File: src/fcsi_pkg.sv
// Constants, codes and state types of the flash command host.
// Assumes a 20 MHz system clock and a flash on plain asynchronous pins.
package fcsi_pkg;
  localparam int A_W  = 18;
  localparam int D_W  = 16;
  localparam int R_W  = 32;
  localparam int RA_W = 3;
  localparam int OP_W = 4;
  localparam int CLK_NS      = 50;
  localparam int T_SETUP_NS  = 50;
  localparam int T_STROBE_NS = 150;
  localparam int T_RECOV_NS  = 50;
  localparam int T_PD_NS     = 750;
  localparam int SYNC_CYC    = 2;
  localparam int SETUP_CYC   = (T_SETUP_NS + CLK_NS - 1) / CLK_NS;
  localparam int STROBE_CYC  = (T_STROBE_NS + CLK_NS - 1) / CLK_NS + SYNC_CYC;
  localparam int RECOV_CYC   = (T_RECOV_NS + CLK_NS - 1) / CLK_NS;
  localparam int PD_CYC      = (T_PD_NS + CLK_NS - 1) / CLK_NS;
  localparam logic [7:0] SETUP_LOAD  = 8'(SETUP_CYC - 1);
  localparam logic [7:0] STROBE_LOAD = 8'(STROBE_CYC - 1);
  localparam logic [7:0] RECOV_LOAD  = 8'(RECOV_CYC - 1);
  localparam logic [7:0] PD_LOAD     = 8'(PD_CYC - 1);
  // Own register map
  localparam logic [RA_W-1:0] REG_CTRL  = 3'h0;
  localparam logic [RA_W-1:0] REG_ADDR  = 3'h1;
  localparam logic [RA_W-1:0] REG_WDATA = 3'h2;
  localparam logic [RA_W-1:0] REG_STAT  = 3'h3;
  localparam logic [RA_W-1:0] REG_RDATA = 3'h4;
  localparam int CTL_GO   = 4;
  localparam int CTL_PDN  = 5;
  localparam int CTL_CLR  = 6;
  localparam int ADDR_BSEL = 18;
  localparam int ST_BUSY = 8;
  localparam int ST_SEQ  = 9;
  localparam int ST_REF  = 10;
  localparam int ST_OWE  = 11;
  localparam int ST_POFF = 12;
  localparam int ST_RB   = 13;
  localparam int ST_PDN  = 14;
  typedef logic [OP_W-1:0] fcsi_op_t;
  localparam fcsi_op_t OP_READ_ARRAY = 4'h0;
  localparam fcsi_op_t OP_READ_ID    = 4'h1;
  localparam fcsi_op_t OP_READ_STAT  = 4'h2;
  localparam fcsi_op_t OP_CLR_STAT   = 4'h3;
  localparam fcsi_op_t OP_WORD_WR    = 4'h4;
  localparam fcsi_op_t OP_ALT_WR     = 4'h5;
  localparam fcsi_op_t OP_ERASE      = 4'h6;
  localparam fcsi_op_t OP_SUSPEND    = 4'h7;
  localparam fcsi_op_t OP_RESUME     = 4'h8;
  localparam fcsi_op_t OP_PSET       = 4'h9;
  localparam fcsi_op_t OP_PRESET     = 4'ha;
  localparam fcsi_op_t OP_LOCK       = 4'hb;
  localparam fcsi_op_t OP_ERASE_ALL  = 4'hc;
  localparam fcsi_op_t OP_TWO_BYTE   = 4'hd;
  localparam logic [7:0] CMD_READ_ARRAY = 8'hff;
  localparam logic [7:0] CMD_READ_ID    = 8'h90;
  localparam logic [7:0] CMD_READ_STAT  = 8'h70;
  localparam logic [7:0] CMD_CLR_STAT   = 8'h50;
  localparam logic [7:0] CMD_WORD_WR    = 8'h40;
  localparam logic [7:0] CMD_ALT_WR     = 8'h10;
  localparam logic [7:0] CMD_ERASE      = 8'h20;
  localparam logic [7:0] CMD_SUSPEND    = 8'hb0;
  localparam logic [7:0] CMD_CONFIRM    = 8'hd0;
  localparam logic [7:0] CMD_PSET       = 8'h57;
  localparam logic [7:0] CMD_PRESET     = 8'h47;
  localparam logic [7:0] CMD_LOCK       = 8'h77;
  localparam logic [7:0] CMD_ERASE_ALL  = 8'ha7;
  localparam logic [7:0] CMD_TWO_BYTE   = 8'hfb;
  localparam logic [A_W-1:0] CONF_ADDR = 18'h000ff;
  localparam logic [7:0] STATUS_MASK = 8'hf8;
  localparam int STATUS_RDY  = 7;
  localparam int STATUS_SUSP = 6;
  localparam int STATUS_EERR = 5;
  localparam int STATUS_WERR = 4;
  typedef enum logic [8:0] {
    S_IDLE = 9'h001, S_C1 = 9'h002, S_C2 = 9'h004, S_C3 = 9'h008, S_STW = 9'h010,
    S_POLL = 9'h020, S_RES = 9'h040, S_FF = 9'h080, S_PDN = 9'h100
  } fcsi_state_e;
  typedef enum logic [3:0] {
    B_IDLE = 4'h1, B_SETUP = 4'h2, B_STROBE = 4'h4, B_RECOV = 4'h8
  } fcsi_bus_e;
endpackage : fcsi_pkg

File: src/fcsi_cyc_if.sv
// Carrier between the sequencer and the pin cycle engine.
// Request fields are valid in the cycle req is high; done is a one-cycle pulse.
interface fcsi_cyc_if;
  import fcsi_pkg::*;
  logic             req;
  logic             wr;
  logic             bsel;
  logic [A_W-1:0]   addr;
  logic [D_W-1:0]   wdata;
  logic             done;
  logic [D_W-1:0]   rdata;
  modport ctl (output req, wr, bsel, addr, wdata, input done, rdata);
  modport eng (input req, wr, bsel, addr, wdata, output done, rdata);
endinterface : fcsi_cyc_if

File: src/fcsi_host.sv
// Host sequencer for an asynchronous flash command interface.
// Assumes software on the plain register port; flash bus pins via the cycle engine, power-down reset and ready/busy pins direct.
// Overview of operation
// - Writes use 40h/10h; erase 20h then D0h
// - Suspend not taken: resume after next erase
// - Lock block only after protect reset
// - Protect set follows every lock block
// - Protect confirm address low bits are 0FFh
// - Check ready before reading result bits
// - Mask reserved status bits 2 to 0
// - Return to array read with FFh
module fcsi_host
(
  input  wire logic                     sys_clk_in,
  input  wire logic                     sys_rst_in,
  input  wire logic [fcsi_pkg::RA_W-1:0] reg_addr_in,
  input  wire logic [fcsi_pkg::R_W-1:0] reg_wdata_in,
  input  wire logic                     reg_wr_in,
  input  wire logic                     reg_rd_in,
  output logic [fcsi_pkg::R_W-1:0]      reg_rdata_out,
  output logic                          flash_ce_n_out,
  output logic                          flash_oe_n_out,
  output logic                          flash_we_n_out,
  output logic [fcsi_pkg::A_W-1:0]      flash_addr_out,
  output logic                          byte_select_addr_out,
  output logic [fcsi_pkg::D_W-1:0]      flash_dq_out,
  output logic                          flash_dq_oe_out,
  input  wire logic [fcsi_pkg::D_W-1:0] flash_dq_in,
  output logic                          powerdown_reset_n_out,
  input  wire logic                     ready_busy_n_in
);
  import fcsi_pkg::*;
  fcsi_cyc_if cyc ();
  fcsi_state_e      state, next_state;
  fcsi_op_t         op, next_op;
  logic [A_W:0]     addr, next_addr;
  logic [D_W-1:0]   wdata, next_wdata, rdata, next_rdata;
  logic [7:0]       stat_byte, next_stat_byte, cnt, next_cnt;
  logic             sent, next_sent, seq_err, next_seq_err, refused, next_refused;
  logic             owe, next_owe, poff, next_poff, pdn, next_pdn, pd_rst_n, next_pd_rst_n;
  logic             req, next_req, req_wr, next_req_wr, req_bsel, next_req_bsel;
  logic [A_W-1:0]   req_addr, next_req_addr;
  logic [D_W-1:0]   req_data, next_req_data;
  logic [R_W-1:0]   reg_rdata, next_reg_rdata, stat_word;
  logic             rb_s1, rb_s2;
  logic             cyc_wr, cyc_bsel, is_read, ctl_wr, rdy;
  logic [A_W-1:0]   cyc_addr;
  logic [D_W-1:0]   cyc_data;
  logic [7:0]       code1;

  assign is_read = (op == OP_READ_ARRAY) || (op == OP_READ_ID) || (op == OP_READ_STAT);
  assign ctl_wr = reg_wr_in && (reg_addr_in == REG_CTRL);
  assign rdy = cyc.rdata[STATUS_RDY];

  always_comb
  begin
    unique case (op)
      OP_READ_ID:   code1 = CMD_READ_ID;
      OP_READ_STAT: code1 = CMD_READ_STAT;
      OP_CLR_STAT:  code1 = CMD_CLR_STAT;
      OP_WORD_WR:   code1 = CMD_WORD_WR;
      OP_ALT_WR:    code1 = CMD_ALT_WR;
      OP_ERASE:     code1 = CMD_ERASE;
      OP_SUSPEND:   code1 = CMD_SUSPEND;
      OP_RESUME:    code1 = CMD_CONFIRM;
      OP_PSET:      code1 = CMD_PSET;
      OP_PRESET:    code1 = CMD_PRESET;
      OP_LOCK:      code1 = CMD_LOCK;
      OP_ERASE_ALL: code1 = CMD_ERASE_ALL;
      OP_TWO_BYTE:  code1 = CMD_TWO_BYTE;
      default:      code1 = CMD_READ_ARRAY;
    endcase
  end

  // Fields of the bus cycle the current state issues
  always_comb
  begin
    cyc_wr = 1'b1;
    cyc_bsel = 1'b0;
    cyc_addr = '0;
    cyc_data = {8'h00, CMD_READ_ARRAY};
    unique case (state)
      S_C1:
        cyc_data = {8'h00, code1};
      S_C2:
      begin
        cyc_addr = addr[A_W-1:0];
        cyc_data = {8'h00, CMD_CONFIRM};
        if (is_read)
          cyc_wr = 1'b0;
        else if (op == OP_PSET || op == OP_PRESET)
          cyc_addr = CONF_ADDR;
        else if (op == OP_ERASE_ALL)
          cyc_addr = '0;
        else if (op == OP_WORD_WR || op == OP_ALT_WR)
          cyc_data = wdata;
        else if (op == OP_TWO_BYTE)
        begin
          cyc_bsel = addr[ADDR_BSEL];
          cyc_data = {8'h00, addr[ADDR_BSEL] ? wdata[15:8] : wdata[7:0]};
        end
      end
      S_C3:
      begin
        cyc_addr = addr[A_W-1:0];
        cyc_bsel = !addr[ADDR_BSEL];
        cyc_data = {8'h00, addr[ADDR_BSEL] ? wdata[7:0] : wdata[15:8]};
      end
      S_STW:
        cyc_data = {8'h00, CMD_READ_STAT};
      S_POLL:
        cyc_wr = 1'b0;
      S_RES:
        cyc_data = {8'h00, CMD_CONFIRM};
      S_IDLE, S_FF, S_PDN:
        cyc_wr = 1'b1;
    endcase
  end

  always_comb
  begin
    next_state = state;
    next_op = op;
    next_addr = addr;
    next_wdata = wdata;
    next_rdata = rdata;
    next_stat_byte = stat_byte;
    next_cnt = cnt;
    next_sent = sent;
    next_seq_err = seq_err;
    next_refused = refused;
    next_owe = owe;
    next_poff = poff;
    next_pdn = pdn;
    next_pd_rst_n = pd_rst_n;
    next_req = 1'b0;
    next_req_wr = req_wr;
    next_req_bsel = req_bsel;
    next_req_addr = req_addr;
    next_req_data = req_data;
    if (ctl_wr && reg_wdata_in[CTL_CLR])
    begin
      next_seq_err = 1'b0;
      next_refused = 1'b0;
    end
    if (state == S_IDLE)
    begin
      if (reg_wr_in && reg_addr_in == REG_ADDR)
        next_addr = reg_wdata_in[A_W:0];
      if (reg_wr_in && reg_addr_in == REG_WDATA)
        next_wdata = reg_wdata_in[D_W-1:0];
      if (ctl_wr && reg_wdata_in[CTL_PDN] && !pdn)
      begin
        next_pdn = 1'b1;
        next_pd_rst_n = 1'b0;
        next_stat_byte = '0;
        next_owe = 1'b0;
        next_poff = 1'b0;
      end
      else if (ctl_wr && !reg_wdata_in[CTL_PDN] && pdn)
      begin
        next_pdn = 1'b0;
        next_pd_rst_n = 1'b1;
        next_cnt = PD_LOAD;
        next_state = S_PDN;
      end
      else if (ctl_wr && reg_wdata_in[CTL_GO])
      begin
        if (pdn || (reg_wdata_in[OP_W-1:0] == OP_LOCK && !poff))
          next_refused = 1'b1;
        else
        begin
          next_op = reg_wdata_in[OP_W-1:0];
          next_sent = 1'b0;
          next_state = S_C1;
        end
      end
    end
    else if (ctl_wr && reg_wdata_in[CTL_GO])
      next_refused = 1'b1;
    if (state == S_PDN)
    begin
      if (cnt == '0)
        next_state = S_IDLE;
      else
        next_cnt = cnt - 8'h01;
    end
    else if (state != S_IDLE)
    begin
      if (!sent)
      begin
        next_req = 1'b1;
        next_sent = 1'b1;
        next_req_wr = cyc_wr;
        next_req_bsel = cyc_bsel;
        next_req_addr = cyc_addr;
        next_req_data = cyc_data;
      end
      if (cyc.done)
      begin
        next_sent = 1'b0;
        unique case (state)
          S_C1:
            if (op == OP_CLR_STAT)
              next_state = S_IDLE;
            else if (op == OP_SUSPEND || op == OP_RESUME)
              next_state = S_STW;
            else
              next_state = S_C2;
          S_C2:
            if (is_read)
            begin
              next_rdata = cyc.rdata;
              next_state = (op == OP_READ_ID) ? S_FF : S_IDLE;
            end
            else
              next_state = (op == OP_TWO_BYTE) ? S_C3 : S_STW;
          S_C3, S_RES:
            next_state = S_STW;
          S_STW:
            next_state = S_POLL;
          S_POLL:
            if (rdy)
            begin
              next_stat_byte = cyc.rdata[7:0] & STATUS_MASK;
              if (cyc.rdata[STATUS_EERR] && cyc.rdata[STATUS_WERR])
                next_seq_err = 1'b1;
              if (op == OP_SUSPEND)
                next_owe = !cyc.rdata[STATUS_SUSP];
              if (op == OP_PRESET)
                next_poff = 1'b1;
              if (op == OP_PSET)
                next_poff = 1'b0;
              if (op == OP_LOCK)
              begin
                next_op = OP_PSET;
                next_state = S_C1;
              end
              else if ((op == OP_ERASE || op == OP_ERASE_ALL) && owe)
              begin
                next_owe = 1'b0;
                next_state = S_RES;
              end
              else
                next_state = S_FF;
            end
          S_FF:
            next_state = S_IDLE;
          S_IDLE, S_PDN:
            next_state = state;
        endcase
      end
    end
  end

  assign stat_word = {17'h00000, pdn, rb_s2, poff, owe, refused, seq_err, state != S_IDLE, stat_byte};

  always_comb
  begin
    next_reg_rdata = '0;
    if (reg_rd_in)
    begin
      unique case (reg_addr_in)
        REG_CTRL:  next_reg_rdata = {28'h0000000, op};
        REG_ADDR:  next_reg_rdata = {13'h0000, addr};
        REG_WDATA: next_reg_rdata = {16'h0000, wdata};
        REG_STAT:  next_reg_rdata = stat_word;
        REG_RDATA: next_reg_rdata = {16'h0000, rdata};
        default:   next_reg_rdata = '0;
      endcase
    end
  end

  always_ff @(posedge sys_clk_in or posedge sys_rst_in)
  begin
    if (sys_rst_in)
    begin
      state <= S_IDLE;
      op <= OP_READ_ARRAY;
      addr <= '0;
      wdata <= '0;
      rdata <= '0;
      stat_byte <= '0;
      cnt <= '0;
      sent <= 1'b0;
      seq_err <= 1'b0;
      refused <= 1'b0;
      owe <= 1'b0;
      poff <= 1'b0;
      pdn <= 1'b0;
      pd_rst_n <= 1'b1;
      req <= 1'b0;
      req_wr <= 1'b0;
      req_bsel <= 1'b0;
      req_addr <= '0;
      req_data <= '0;
      reg_rdata <= '0;
      rb_s1 <= 1'b1;
      rb_s2 <= 1'b1;
    end
    else
    begin
      state <= next_state;
      op <= next_op;
      addr <= next_addr;
      wdata <= next_wdata;
      rdata <= next_rdata;
      stat_byte <= next_stat_byte;
      cnt <= next_cnt;
      sent <= next_sent;
      seq_err <= next_seq_err;
      refused <= next_refused;
      owe <= next_owe;
      poff <= next_poff;
      pdn <= next_pdn;
      pd_rst_n <= next_pd_rst_n;
      req <= next_req;
      req_wr <= next_req_wr;
      req_bsel <= next_req_bsel;
      req_addr <= next_req_addr;
      req_data <= next_req_data;
      reg_rdata <= next_reg_rdata;
      rb_s1 <= ready_busy_n_in;
      rb_s2 <= rb_s1;
    end
  end

  assign cyc.req = req;
  assign cyc.wr = req_wr;
  assign cyc.bsel = req_bsel;
  assign cyc.addr = req_addr;
  assign cyc.wdata = req_data;
  assign reg_rdata_out = reg_rdata;
  assign powerdown_reset_n_out = pd_rst_n;

  fcsi_bus_cycle u_fcsi_bus_cycle (
    .sys_clk_in (sys_clk_in),
    .sys_rst_in (sys_rst_in),
    .cyc        (cyc),
    .ce_n_out   (flash_ce_n_out),
    .oe_n_out   (flash_oe_n_out),
    .we_n_out   (flash_we_n_out),
    .addr_out   (flash_addr_out),
    .bsel_out   (byte_select_addr_out),
    .dq_out     (flash_dq_out),
    .dq_oe_out  (flash_dq_oe_out),
    .dq_in      (flash_dq_in)
  );
endmodule : fcsi_host

File: src/fcsi_bus_cycle.sv
// One asynchronous flash bus cycle per request: setup, strobe, recovery.
// Assumes req only while idle; data pins are sampled through two flops.
module fcsi_bus_cycle
(
  input  wire logic                 sys_clk_in,
  input  wire logic                 sys_rst_in,
  fcsi_cyc_if.eng                   cyc,
  output logic                      ce_n_out,
  output logic                      oe_n_out,
  output logic                      we_n_out,
  output logic [fcsi_pkg::A_W-1:0]  addr_out,
  output logic                      bsel_out,
  output logic [fcsi_pkg::D_W-1:0]  dq_out,
  output logic                      dq_oe_out,
  input  wire logic [fcsi_pkg::D_W-1:0] dq_in
);
  import fcsi_pkg::*;
  fcsi_bus_e        st, next_st;
  logic [7:0]       cnt, next_cnt;
  logic             wr, next_wr, done, next_done;
  logic             ce_n, next_ce_n, oe_n, next_oe_n, we_n, next_we_n;
  logic             dq_oe, next_dq_oe, bsel, next_bsel;
  logic [A_W-1:0]   addr, next_addr;
  logic [D_W-1:0]   dq, next_dq, rdata, next_rdata;
  logic [D_W-1:0]   dq_s1, dq_s2;

  always_comb
  begin
    next_st = st;
    next_cnt = cnt;
    next_wr = wr;
    next_done = 1'b0;
    next_ce_n = ce_n;
    next_oe_n = oe_n;
    next_we_n = we_n;
    next_dq_oe = dq_oe;
    next_bsel = bsel;
    next_addr = addr;
    next_dq = dq;
    next_rdata = rdata;
    unique case (st)
      B_IDLE:
        if (cyc.req)
        begin
          next_addr = cyc.addr;
          next_bsel = cyc.bsel;
          next_dq = cyc.wdata;
          next_wr = cyc.wr;
          next_ce_n = 1'b0;
          next_dq_oe = cyc.wr;
          next_cnt = SETUP_LOAD;
          next_st = B_SETUP;
        end
      B_SETUP:
        if (cnt == '0)
        begin
          next_we_n = !wr;
          next_oe_n = wr;
          next_cnt = STROBE_LOAD;
          next_st = B_STROBE;
        end
        else
          next_cnt = cnt - 8'h01;
      B_STROBE:
        if (cnt == '0)
        begin
          if (!wr)
            next_rdata = dq_s2;
          next_we_n = 1'b1;
          next_oe_n = 1'b1;
          next_cnt = RECOV_LOAD;
          next_st = B_RECOV;
        end
        else
          next_cnt = cnt - 8'h01;
      B_RECOV:
        if (cnt == '0)
        begin
          next_ce_n = 1'b1;
          next_dq_oe = 1'b0;
          next_done = 1'b1;
          next_st = B_IDLE;
        end
        else
          next_cnt = cnt - 8'h01;
    endcase
  end

  always_ff @(posedge sys_clk_in or posedge sys_rst_in)
  begin
    if (sys_rst_in)
    begin
      st <= B_IDLE;
      cnt <= '0;
      wr <= 1'b0;
      done <= 1'b0;
      ce_n <= 1'b1;
      oe_n <= 1'b1;
      we_n <= 1'b1;
      dq_oe <= 1'b0;
      bsel <= 1'b0;
      addr <= '0;
      dq <= '0;
      rdata <= '0;
      dq_s1 <= '0;
      dq_s2 <= '0;
    end
    else
    begin
      st <= next_st;
      cnt <= next_cnt;
      wr <= next_wr;
      done <= next_done;
      ce_n <= next_ce_n;
      oe_n <= next_oe_n;
      we_n <= next_we_n;
      dq_oe <= next_dq_oe;
      bsel <= next_bsel;
      addr <= next_addr;
      dq <= next_dq;
      rdata <= next_rdata;
      dq_s1 <= dq_in;
      dq_s2 <= dq_s1;
    end
  end

  assign cyc.done = done;
  assign cyc.rdata = rdata;
  assign ce_n_out = ce_n;
  assign oe_n_out = oe_n;
  assign we_n_out = we_n;
  assign addr_out = addr;
  assign bsel_out = bsel;
  assign dq_out = dq;
  assign dq_oe_out = dq_oe;
endmodule : fcsi_bus_cycle

File: config.mk
export PLATFORM = sky130hd
export DESIGN_NAME = fcsi_host
export DESIGN_NICKNAME = d
export VERILOG_FILES = /design/src/fcsi_pkg.sv /design/src/fcsi_cyc_if.sv /design/src/fcsi_host.sv /design/src/fcsi_bus_cycle.sv
export SDC_FILE = /design/constraint.sdc
export NUM_CORES = 1
export LEC_CHECK = 0
export ABC_AREA = 1
export BUFFER_PORTS_ARGS = -buffer_cell sky130_fd_sc_hd__buf_4
export CELL_PAD_IN_SITES_DETAIL_PLACEMENT = 0
export CELL_PAD_IN_SITES_GLOBAL_PLACEMENT = 1
export CORE_MARGIN = 3
export CORE_UTILIZATION = 25
export CTS_CLUSTER_DIAMETER = 30
export DETAILED_ROUTE_END_ITERATION = 12
export MAX_ROUTING_LAYER = met4
export PLACE_DENSITY = 0.47
export REMOVE_ABC_BUFFERS = 1
export SYNTH_ARGS = -nofsm -noshare
export SYNTH_HDL_FRONTEND = slang
export SYNTH_HIERARCHICAL = 1
export SYNTH_SLANG_ARGS = --single-unit
export TNS_END_PERCENT = 5
File: constraint.sdc
create_clock -name sys_clk_in -period 5.4 [get_ports sys_clk_in]
set_clock_uncertainty 0.05 [all_clocks]
set_input_delay 0.27 -clock sys_clk_in [delete_from_list [all_inputs] [get_ports sys_clk_in]]
set_output_delay 0.27 -clock sys_clk_in [all_outputs]
set_load 0.005 [all_outputs]
==> flow_metrics.env, run 1 <==
export IMPL_reg2reg_slack_ps=2710
export IMPL_maxCapViolations=0
export IMPL_critPathSlowestCell="dfstp_2"
export IMPL_synth_compound_area_share_pct=11.5
export IMPL_clock_fmax_mhz=372
export IMPL_min_path_type="in2reg"
export IMPL_synth_mux_area_share_pct=0.0897
export IMPL_gp_congestion=0.830
export IMPL_area_growth_syn_to_layout_pct=36.3
export IMPL_dp_final_hpwl_microns=23500
export IMPL_gr_total_overflow=0
export IMPL_cp_max_fo=32
export IMPL_cp_arrival_ps=3070
export IMPL_clkSlewWorstSetupHoldPaths_ps=40
export IMPL_synth_async_reset_ratio_pct=100
export IMPL_end_kind="flip-flop"
export IMPL_hold_violations=0
export IMPL_cts_made_buffers=72
export IMPL_root_buffer="clkbuf_16"
export IMPL_die_h_microns=217
export IMPL_setup_viol=0
export IMPL_ant_nets=0
export IMPL_ys_flop_type="dfrtp_1"
export IMPL_grt_pass1_vias=9064
export IMPL_drive_above_1_share_pct=21.9
export IMPL_multi_input_area_sq_um=4100
export IMPL_synthCells=1260
export IMPL_wl_microns=33300
export IMPL_grt_pass1_wl_microns=52700
export IMPL_critical_path_required_ps=5780
export IMPL_drt_iter0_markers=438
export IMPL_status="finished clean"
export IMPL_hp_start="reg_wdata_in[3]"
export IMPL_hold_path_end="addr[3]"
export IMPL_tns_ps=0
export IMPL_rsz0062_at_grt="no"
export IMPL_avgSynthCellArea_sq_um=8.86
export IMPL_synthXorXnorAreaFrac_pct=0.314
export IMPL_synthesis_area_sq_um=11200
export IMPL_ys_warn_count=6
export IMPL_start_util_pct=25.6
export IMPL_path_common_cell="inv_2"
export IMPL_ctsHtreeMaxLevel=3
export IMPL_ys_ff_latch=246
export IMPL_rows=76
export IMPL_synth_top_family_by_area="simple AND/OR/NAND/NOR gates"
export IMPL_register_area_sq_um=6170
export IMPL_yosysSeqAreaShare_pct=55.2
export IMPL_numClockSinks=246
export IMPL_final_nets=1496
export IMPL_period_share_pct=49.8
export IMPL_io_buffer_count=101
export IMPL_reg2reg_from="state[0]"
export IMPL_nFillCells=4593
export IMPL_coreArea_sq_um=43600
export IMPL_synthAdderAreaFrac_pct=0.336
export IMPL_slowest_delay_ps=580
export IMPL_diodes=0
export IMPL_wire_per_inst_microns=16.1
export IMPL_post_cts_buffers=0
export IMPL_die_x_microns=217
export IMPL_ir_worst_vdd_v=0.000255
export IMPL_io_pins=128
export IMPL_hold_path_cell_count=3
export IMPL_crit_type="reg2reg"
export IMPL_grt_max_degree=66
export IMPL_start_kind="flip-flop"
export IMPL_p_leak_uw=0.00748
export IMPL_synth_cell_type_count=53
export IMPL_synth_edf_count=0
export IMPL_tightest_slew_ps=876
export IMPL_maxSlewHeadroom_pct=41.6
export IMPL_tritoncts="done"
export IMPL_antenna_found_initial=0
export IMPL_whs_ps=39.7
export IMPL_clockBufferDepth=3
export IMPL_drc=0
export IMPL_fin_crit_ps=2690
export IMPL_firstDrtPassIters=6
export IMPL_gr_usage_all_layers_pct=14.9
export IMPL_clock_latency_ps=560
export IMPL_synth_simple_area_share_pct=24.1
export IMPL_vias=8959
export IMPL_cp_startpoint="state[0]"
export IMPL_viasPerCell=4.31
export IMPL_reg2reg_to="cyc.addr[7]"
export IMPL_reg2regPathDepth=9
export IMPL_dieArea_sq_um=47200
export IMPL_path_cells="nor2_2 > nand2_2 > inv_2 > nand3_4 > nand2_4 > nor2_4 > inv_2 > a21oi_4 > a2bb2oi_1"
export IMPL_slew_violations=0
export IMPL_powerDensity_nw_per_um2=420
## synth_stat cells, types with 14 or more instances
cell type	count	area, sq um
a21oi_1	21	105
buf_4	22	165
dfrtp_1	238	5960
inv_1	137	514
nand2_1	332	1250
nand3_1	82	410
nor2_1	102	383
nor2_2	14	87.6
o21ai_0	72	360
o21ai_1	33	165
## registers in the layout (all words and copies together), names as in the netlist, 8 cells and up
signal / cells
stat_byte: 8
addr: 19
reg_rdata_out: 19
u_fcsi_bus_cycle/dq_out: 16
state: 9
u_fcsi_bus_cycle/cnt: 8
rdata: 16
u_fcsi_bus_cycle/dq_s2: 16
u_fcsi_bus_cycle/addr_out: 18
cyc.wdata: 16
wdata: 16
u_fcsi_bus_cycle/cyc.rdata: 16
u_fcsi_bus_cycle/dq_s1: 16
cnt: 8
cyc.addr: 18
## how the worst max path moves through the flow
stage | end | slack [ps] | cells after the start
2_1_floorplan | addr[0] | 1190 | 1
3_3_place_gp | addr[18] | 2610 | 8
3_5_place_dp | addr[18] | 2600 | 8
4_1_cts | cyc.addr[7] | 2650 | 9
5_1_grt | cyc.addr[1] | 2470 | 9
6_report | cyc.addr[7] | 2710 | 9
## through the flow
| step | power, uW | setup slack, ps | utilization (%) | cell area [sq um] | cells |
|---|---|---|---|---|---|
| 2_1_floorplan | 2090 | 1190 | - | 10800 | 1220 |
| 3_3_place_gp | 2200 | 2610 | 28.5 | 12400 | 1912 |
| 3_5_place_dp | 2200 | 2600 | 28.5 | 12400 | 1912 |
| 4_1_cts | 6500 | 2650 | 34.9 | 15200 | 2077 |
| 5_1_grt | 6650 | 2470 | 34.9 | 15200 | 2077 |
| 6_report | 6390 | 2710 | 34.9 | 15200 | 2077 |
## report_power, final
group	switching, uW	internal (uW)
sequential	20.1	1890
combinational	186	90.9
clock	1200	3000
## placed cells by master (no fill, tap or decap), types with 12 or more instances in the layout
master and instances:
a221oi_1 13, dfrtp_1 238, nor2_2 15, o21ai_1 33, nand2_1 332, nor3_1 12
nor2_1 101, dlygate4sd3_1 36, a21oi_2 13, clkinv_2 15, o22ai_1 12, nand4_1 13
inv_1 135, buf_4 107, conb_1 13, nand3_1 82, clkbuf_16 74, o21ai_0 72
o21ai_2 13, a21oi_1 21
## per-layer routing
layer  vias to the layer above  wire (microns)  GRT usage (%)
met5                         -               0              -
met4                         0             781           4.94
met3                        68            1660           3.81
met2                       195           14700           21.8
met1                      4250           16200           20.1
li1                       4446               -              -
## logic make-up after synthesis
family / Yosys count
AND/OR/NAND/NOR: 596
flip-flops: 246
buffers and inverters: 205
AO/OA/AOI/OAI: 204
XOR/XNOR: 4
adder cells (fa/ha/maj): 3
other: 1
multiplexers: 1
## area by class of cell
| class | instances | area share [%] |
|---|---|---|
| multi-input combinational | 821 | 27.0 |
| clock buffer | 91 | 13.1 |
| clock inverter | 38 | 3.09 |
| sequential | 246 | 40.5 |
| tap | 585 | 4.81 |
| timing repair buffer | 143 | 7.65 |
| inverter | 153 | 3.87 |
## critical path: cells and delay by family (launching register included)
family	cells	cell delay (ps)
AOI/OAI and AO/OA	2	450
and+or+nand+nor	5	930
buffers and inverters	2	500
DFF	1	580
## timing repair
| action | CTS | global route |
|---|---|---|
| hold endpoints to repair | 113 | 0 |
| endpoints found under the setup margin | 0 | 0 |
| hold buffers | 36 | 0 |
| resized for setup | 0 | 0 |
Note: power is estimated with default switching activity, not from simulation.
==> run 2: changes to the inputs <==
==> constraint.sdc (replaced) <==
create_clock -name sys_clk_in -period 2.5 [get_ports sys_clk_in]
set_clock_uncertainty 0.05 [all_clocks]
set_input_delay 0.125 -clock sys_clk_in [delete_from_list [all_inputs] [get_ports sys_clk_in]]
set_output_delay 0.125 -clock sys_clk_in [all_outputs]
set_load 0.005 [all_outputs]
==> run 2 against run 1 <==
  * Critical path depth is 1 higher
  * Die area stayed put
  * Count of clock-buffer cells in the layout is 5 higher
  * Sequential power is 120% higher
  * Non-clock buffer count is 30 higher
  * Power is 120% higher
  * Worst hold slack worse by 13 ps
  * Setup slack worse by 2500 ps
  * Combinational power is 130% higher
  * Cell area is 3.2% higher
  * Register-to-register slack worse by 2500 ps
  * Wire length is 2.4% higher
  * Largest power group unchanged
==> flow_metrics.env, run 2 (synthesis gave the netlist of run 1 again) <==
export IMPL_start_kind="flip-flop"
export IMPL_whs_ps=27.0
export IMPL_nFillCells=4580
export IMPL_hold_violations=0
export IMPL_fin_crit_ps=2300
export IMPL_maxCapViolations=0
export IMPL_start_util_pct=25.6
export IMPL_powerDensity_nw_per_um2=911
export IMPL_dp_final_hpwl_microns=24400
export IMPL_critical_path_required_ps=2900
export IMPL_ir_worst_vdd_v=0.000614
export IMPL_critPathBufInv=3
export IMPL_path_cells="nor2_2 > nand2_2 > inv_4 > nand2_4 > nor2_8 > nand3_1 > buf_4 > nor2_1 > a21oi_2 > dlygate4sd3_1"
export IMPL_viasPerCell=4.25
export IMPL_wl_microns=34100
export IMPL_tritoncts="done"
export IMPL_vias=8993
export IMPL_antenna_found_initial=1
export IMPL_io_buffer_count=101
export IMPL_area_growth_syn_to_layout_pct=40.6
export IMPL_end_kind="flip-flop"
export IMPL_numClockSinks=246
export IMPL_dp_cells=1932
export IMPL_post_route_util_pct=36.0
export IMPL_clock_latency_ps=580
export IMPL_drive_above_1_share_pct=23.4
export IMPL_slowest_delay_ps=560
export IMPL_cp_max_fo=12
export IMPL_slew_violations=0
export IMPL_drc=0
export IMPL_firstDrtPassIters=5
export IMPL_grt_pass1_wl_microns=54400
export IMPL_min_path_type="in2reg"
export IMPL_root_buffer="clkbuf_16"
export IMPL_critPathSlowestCell="dlygate4sd3_1"
export IMPL_layout_common_cells="nand2_1 (332), dfrtp_1 (238), inv_1 (135)"
export IMPL_maxSlewHeadroom_pct=51.2
export IMPL_die_h_microns=217
export IMPL_clkSlewWorstSetupHoldPaths_ps=40
export IMPL_p_leak_uw=0.00771
export IMPL_power_uw=14300
export IMPL_layout_commonest_cell="nand2_1"
export IMPL_final_cells=2117
export IMPL_period_share_pct=92.2
export IMPL_status="finished clean"
export IMPL_grt_max_degree=52
export IMPL_clock_fmax_mhz=434
export IMPL_setup_viol=0
export IMPL_io_pins=128
export IMPL_gp_congestion=0.839
export IMPL_reg2reg_slack_ps=200
export IMPL_tightest_slew_ps=732
export IMPL_crit_type="reg2reg"
export IMPL_post_cts_buffers=0
export IMPL_rsz0062_at_grt="no"
export IMPL_grt_pass1_vias=9362
export IMPL_ant_nets=0
export IMPL_cp_top_family="buffers and inverters"
export IMPL_clockBufferDepth=3
export IMPL_cts_made_buffers=75
export IMPL_gr_total_overflow=0
export IMPL_dieArea_sq_um=47200
export IMPL_gr_usage_all_layers_pct=15.4
export IMPL_wire_per_inst_microns=16.1
export IMPL_final_nets=1529
export IMPL_ctsHtreeMaxLevel=3
export IMPL_drt_iter0_markers=487
export IMPL_rows=76
export IMPL_cp_arrival_ps=2710
export IMPL_die_x_microns=217
export IMPL_register_area_sq_um=6170
export IMPL_coreArea_sq_um=43600
export IMPL_multi_input_area_sq_um=4100
[run 2: area by class of cell]
class	instances	share of cell area, %
sequential	246	39.3
multi-input combinational	821	26.1
clock buffer	96	13.4
timing repair buffer	173	9.49
tap	585	4.66
inverter	153	3.77
clock inverter	42	3.21
antenna	1	0.0159
[run 2: power by group]
group	switching, uW	internal, uW
clock	2770	6760
sequential	44.1	4090
combinational	406	221
total	3220	11100
[run 2: metal layers]
| metal | wire, microns | share of wire, % | global-route usage (%) |
|---|---|---|---|
| met3 | 1610 | 4.7 | 4.10 |
| met4 | 711 | 2.1 | 5.18 |
| met1 | 16600 | 49 | 20.6 |
| met2 | 15200 | 45 | 22.6 |
| met5 | 0 | 0 | - |
[run 2: tightest hold or removal path, stage by stage]
cell	delay, ps
buf_4	180
nand3_1	90
o21ai_0	90
a221oi_1	60
nor2_1	80
[run 2: worst paths after layout]
path | startpoint | endpoint | cells after the start
max | state[6] | addr[17] | 10
min | reg_addr_in[2] | reg_rdata_out[13] | 5
max reg2reg | state[6] | addr[17] | 10
min reg2reg | u_fcsi_bus_cycle/dq_s1[12] | u_fcsi_bus_cycle/dq_s2[12] | 0
max in group asynchronous | sys_rst_in | u_fcsi_bus_cycle/dq_out[4] | 4
min in group asynchronous | sys_rst_in | reg_rdata_out[15] | 3
[run 2: repair_timing]
action | in CTS | in global routing
gates resized for setup | 0 | 1
hold endpoints to repair | 180 | 0
endpoints found under the setup margin | 0 | 2
hold buffers | 46 | 0
[run 2: metrics by stage]
stage | TNS [ps] | setup WS, ps | area (sq um)
final | 0 | 196 | 15700
after global routing | 0 | 25.9 | 15700
after CTS | 0 | 147 | 15700
after detailed placement | 0 | 468 | 12600
after global placement | 0 | 461 | 12600
after floorplan | -262190 | -1560 | 10800
==> run 3: changes to the inputs <==
--- a/config.mk
+++ b/config.mk
@@ -10,11 +10,11 @@
 export CELL_PAD_IN_SITES_DETAIL_PLACEMENT = 0
 export CELL_PAD_IN_SITES_GLOBAL_PLACEMENT = 1
 export CORE_MARGIN = 3
-export CORE_UTILIZATION = 25
+export CORE_UTILIZATION = 45
 export CTS_CLUSTER_DIAMETER = 30
 export DETAILED_ROUTE_END_ITERATION = 12
 export MAX_ROUTING_LAYER = met4
-export PLACE_DENSITY = 0.47
+export PLACE_DENSITY = 0.77
 export REMOVE_ABC_BUFFERS = 1
 export SYNTH_ARGS = -nofsm -noshare
 export SYNTH_HDL_FRONTEND = slang
==> run 3 against run 2 <==
  * First-iteration DRC count decreased by 4.1%
  * Maximum frequency grew 4.1%
  * Power shrank 19%
  * Sequential share of layout area rose by 3.7 points
  * Final cell count down 15%
  * Combinational power shrank 3.5%
  * Via count is 1.7% lower
  * Utilization rose by 23 points
  * Critical path depth increased by 1
==> flow_metrics.env, run 3 (synthesis gave the netlist of run 1 again) <==
export IMPL_status="finished clean"
export IMPL_whs_ps=59.4
export IMPL_grt_pass1_vias=8936
export IMPL_drc=0
export IMPL_gr_usage_all_layers_pct=22.6
export IMPL_grt_pass1_wl_microns=46700
export IMPL_post_route_util_pct=59.0
export IMPL_cp_arrival_ps=2560
export IMPL_period_share_pct=88.5
export IMPL_gp_congestion=0.885
export IMPL_die_x_microns=163
export IMPL_numClockSinks=246
export IMPL_start_kind="primary input"
export IMPL_dieArea_sq_um=26700
export IMPL_wire_per_inst_microns=15.7
export IMPL_fin_crit_ps=2210
export IMPL_path_common_cell="nand2_1"
export IMPL_rsz0062_at_grt="no"
export IMPL_slowest_delay_ps=560
export IMPL_final_nets=1489
export IMPL_drt_iter0_markers=467
export IMPL_viasPerCell=4.92
export IMPL_layout_commonest_cell="nand2_1"
export IMPL_critPathSlowestCell="dlygate4sd3_1"
export IMPL_ir_worst_vdd_v=0.000681
export IMPL_antenna_found_initial=0
export IMPL_layout_common_cells="nand2_1 (332), dfrtp_1 (238), inv_1 (135)"
export IMPL_slew_violations=0
export IMPL_ant_nets=0
export IMPL_root_buffer="clkbuf_16"
export IMPL_post_cts_buffers=0
export IMPL_tightest_slew_ps=650
export IMPL_min_path_type="in2reg"
export IMPL_clockBufferDepth=3
export IMPL_setup_viol=0
export IMPL_vias=8836
export IMPL_clkSlewWorstSetupHoldPaths_ps=40
export IMPL_reg2reg_slack_ps=320
export IMPL_powerDensity_nw_per_um2=803
export IMPL_maxCapViolations=0
export IMPL_hold_violations=0
export IMPL_drive_above_1_share_pct=20.4
export IMPL_firstDrtPassIters=5
export IMPL_area_growth_syn_to_layout_pct=28.5
export IMPL_cts_made_buffers=51
export IMPL_crit_type="in2reg"
export IMPL_tns_ps=0
export IMPL_grt_max_degree=66
export IMPL_p_leak_uw=0.00721
export IMPL_nFillCells=2179
export IMPL_path_cells="dlygate4sd3_1 > buf_4 > nor2_2 > dlygate4sd3_1 > nand3_1 > nor2_1 > nand2_1 > nand2_1 > nand2_1 > nand3_1 > o22ai_1"
export IMPL_start_util_pct=45.9
export IMPL_cp_max_fo=8
export IMPL_wl_microns=28200
export IMPL_maxSlewHeadroom_pct=56.4
export IMPL_dp_final_hpwl_microns=19300
export IMPL_power_uw=11500
export IMPL_io_pins=128
export IMPL_diodes=0
export IMPL_clock_latency_ps=540
export IMPL_die_h_microns=163
export IMPL_ctsHtreeMaxLevel=2
export IMPL_tritoncts="done"
export IMPL_coreArea_sq_um=24300
export IMPL_io_buffer_count=101
export IMPL_rows=57
export IMPL_critical_path_required_ps=2850
export IMPL_end_kind="flip-flop"
export IMPL_clock_fmax_mhz=452
export IMPL_gr_total_overflow=0
-- run 3: worst paths after layout --
path / cells after the start / start / endpoint
max in group asynchronous: 4 / sys_rst_in / u_fcsi_bus_cycle/cyc.done
min in group asynchronous: 3 / sys_rst_in / cyc.addr[13]
max: 11 / reg_addr_in[1] / owe
min: 5 / reg_addr_in[2] / reg_rdata_out[15]
max reg2reg: 9 / state[0] / rdata[10]
min reg2reg: 0 / u_fcsi_bus_cycle/dq_s1[12] / u_fcsi_bus_cycle/dq_s2[12]
-- run 3: area by class of cell --
type,instances,area [sq um],share of cell area [%]
timing repair buffer,157,1320,9.21
inverter,153,589,4.11
sequential,246,6170,43.0
tap,324,405,2.83
clock buffer,68,1410,9.83
multi-input combinational,821,4100,28.6
clock inverter,26,350,2.44
-- run 3: where the power goes --
| part | internal [uW] | switching (uW) |
|---|---|---|
| Combinational | 213 | 391 |
| Clock | 4610 | 2180 |
| Sequential | 4090 | 43.1 |
-- run 3: worst max-delay path, delay by kind of cell --
family	cells	cell delay, ps
AND/OR/NAND/NOR	7	1100
AO/OA/AOI/OAI	1	70
buffers and inverters	3	1260
-- run 3: per-stage QoR --
step	instance area [sq um]	std cells	worst slack, ps
2_1_floorplan	10800	1220	-1560
3_5_place_dp	12200	1659	291
6_report	14300	1795	288
5_1_grt	14300	1795	118
3_3_place_gp	12200	1659	342
4_1_cts	14300	1795	291
-- run 3: metal layers --
layer | vias to the layer above | track usage [%] | routed length (microns)
met5 | - | - | 0
met4 | 0 | 8.46 | 813
met1 | 4170 | 30.3 | 13000
met2 | 225 | 34.7 | 12900
met3 | 45 | 3.91 | 1490
li1 | 4396 | - | -
-- run 3: what timing repair did --
item | CTS | global route
hold endpoints to repair | 239 | 0
hold buffers | 42 | 0
resized for setup | 0 | 0
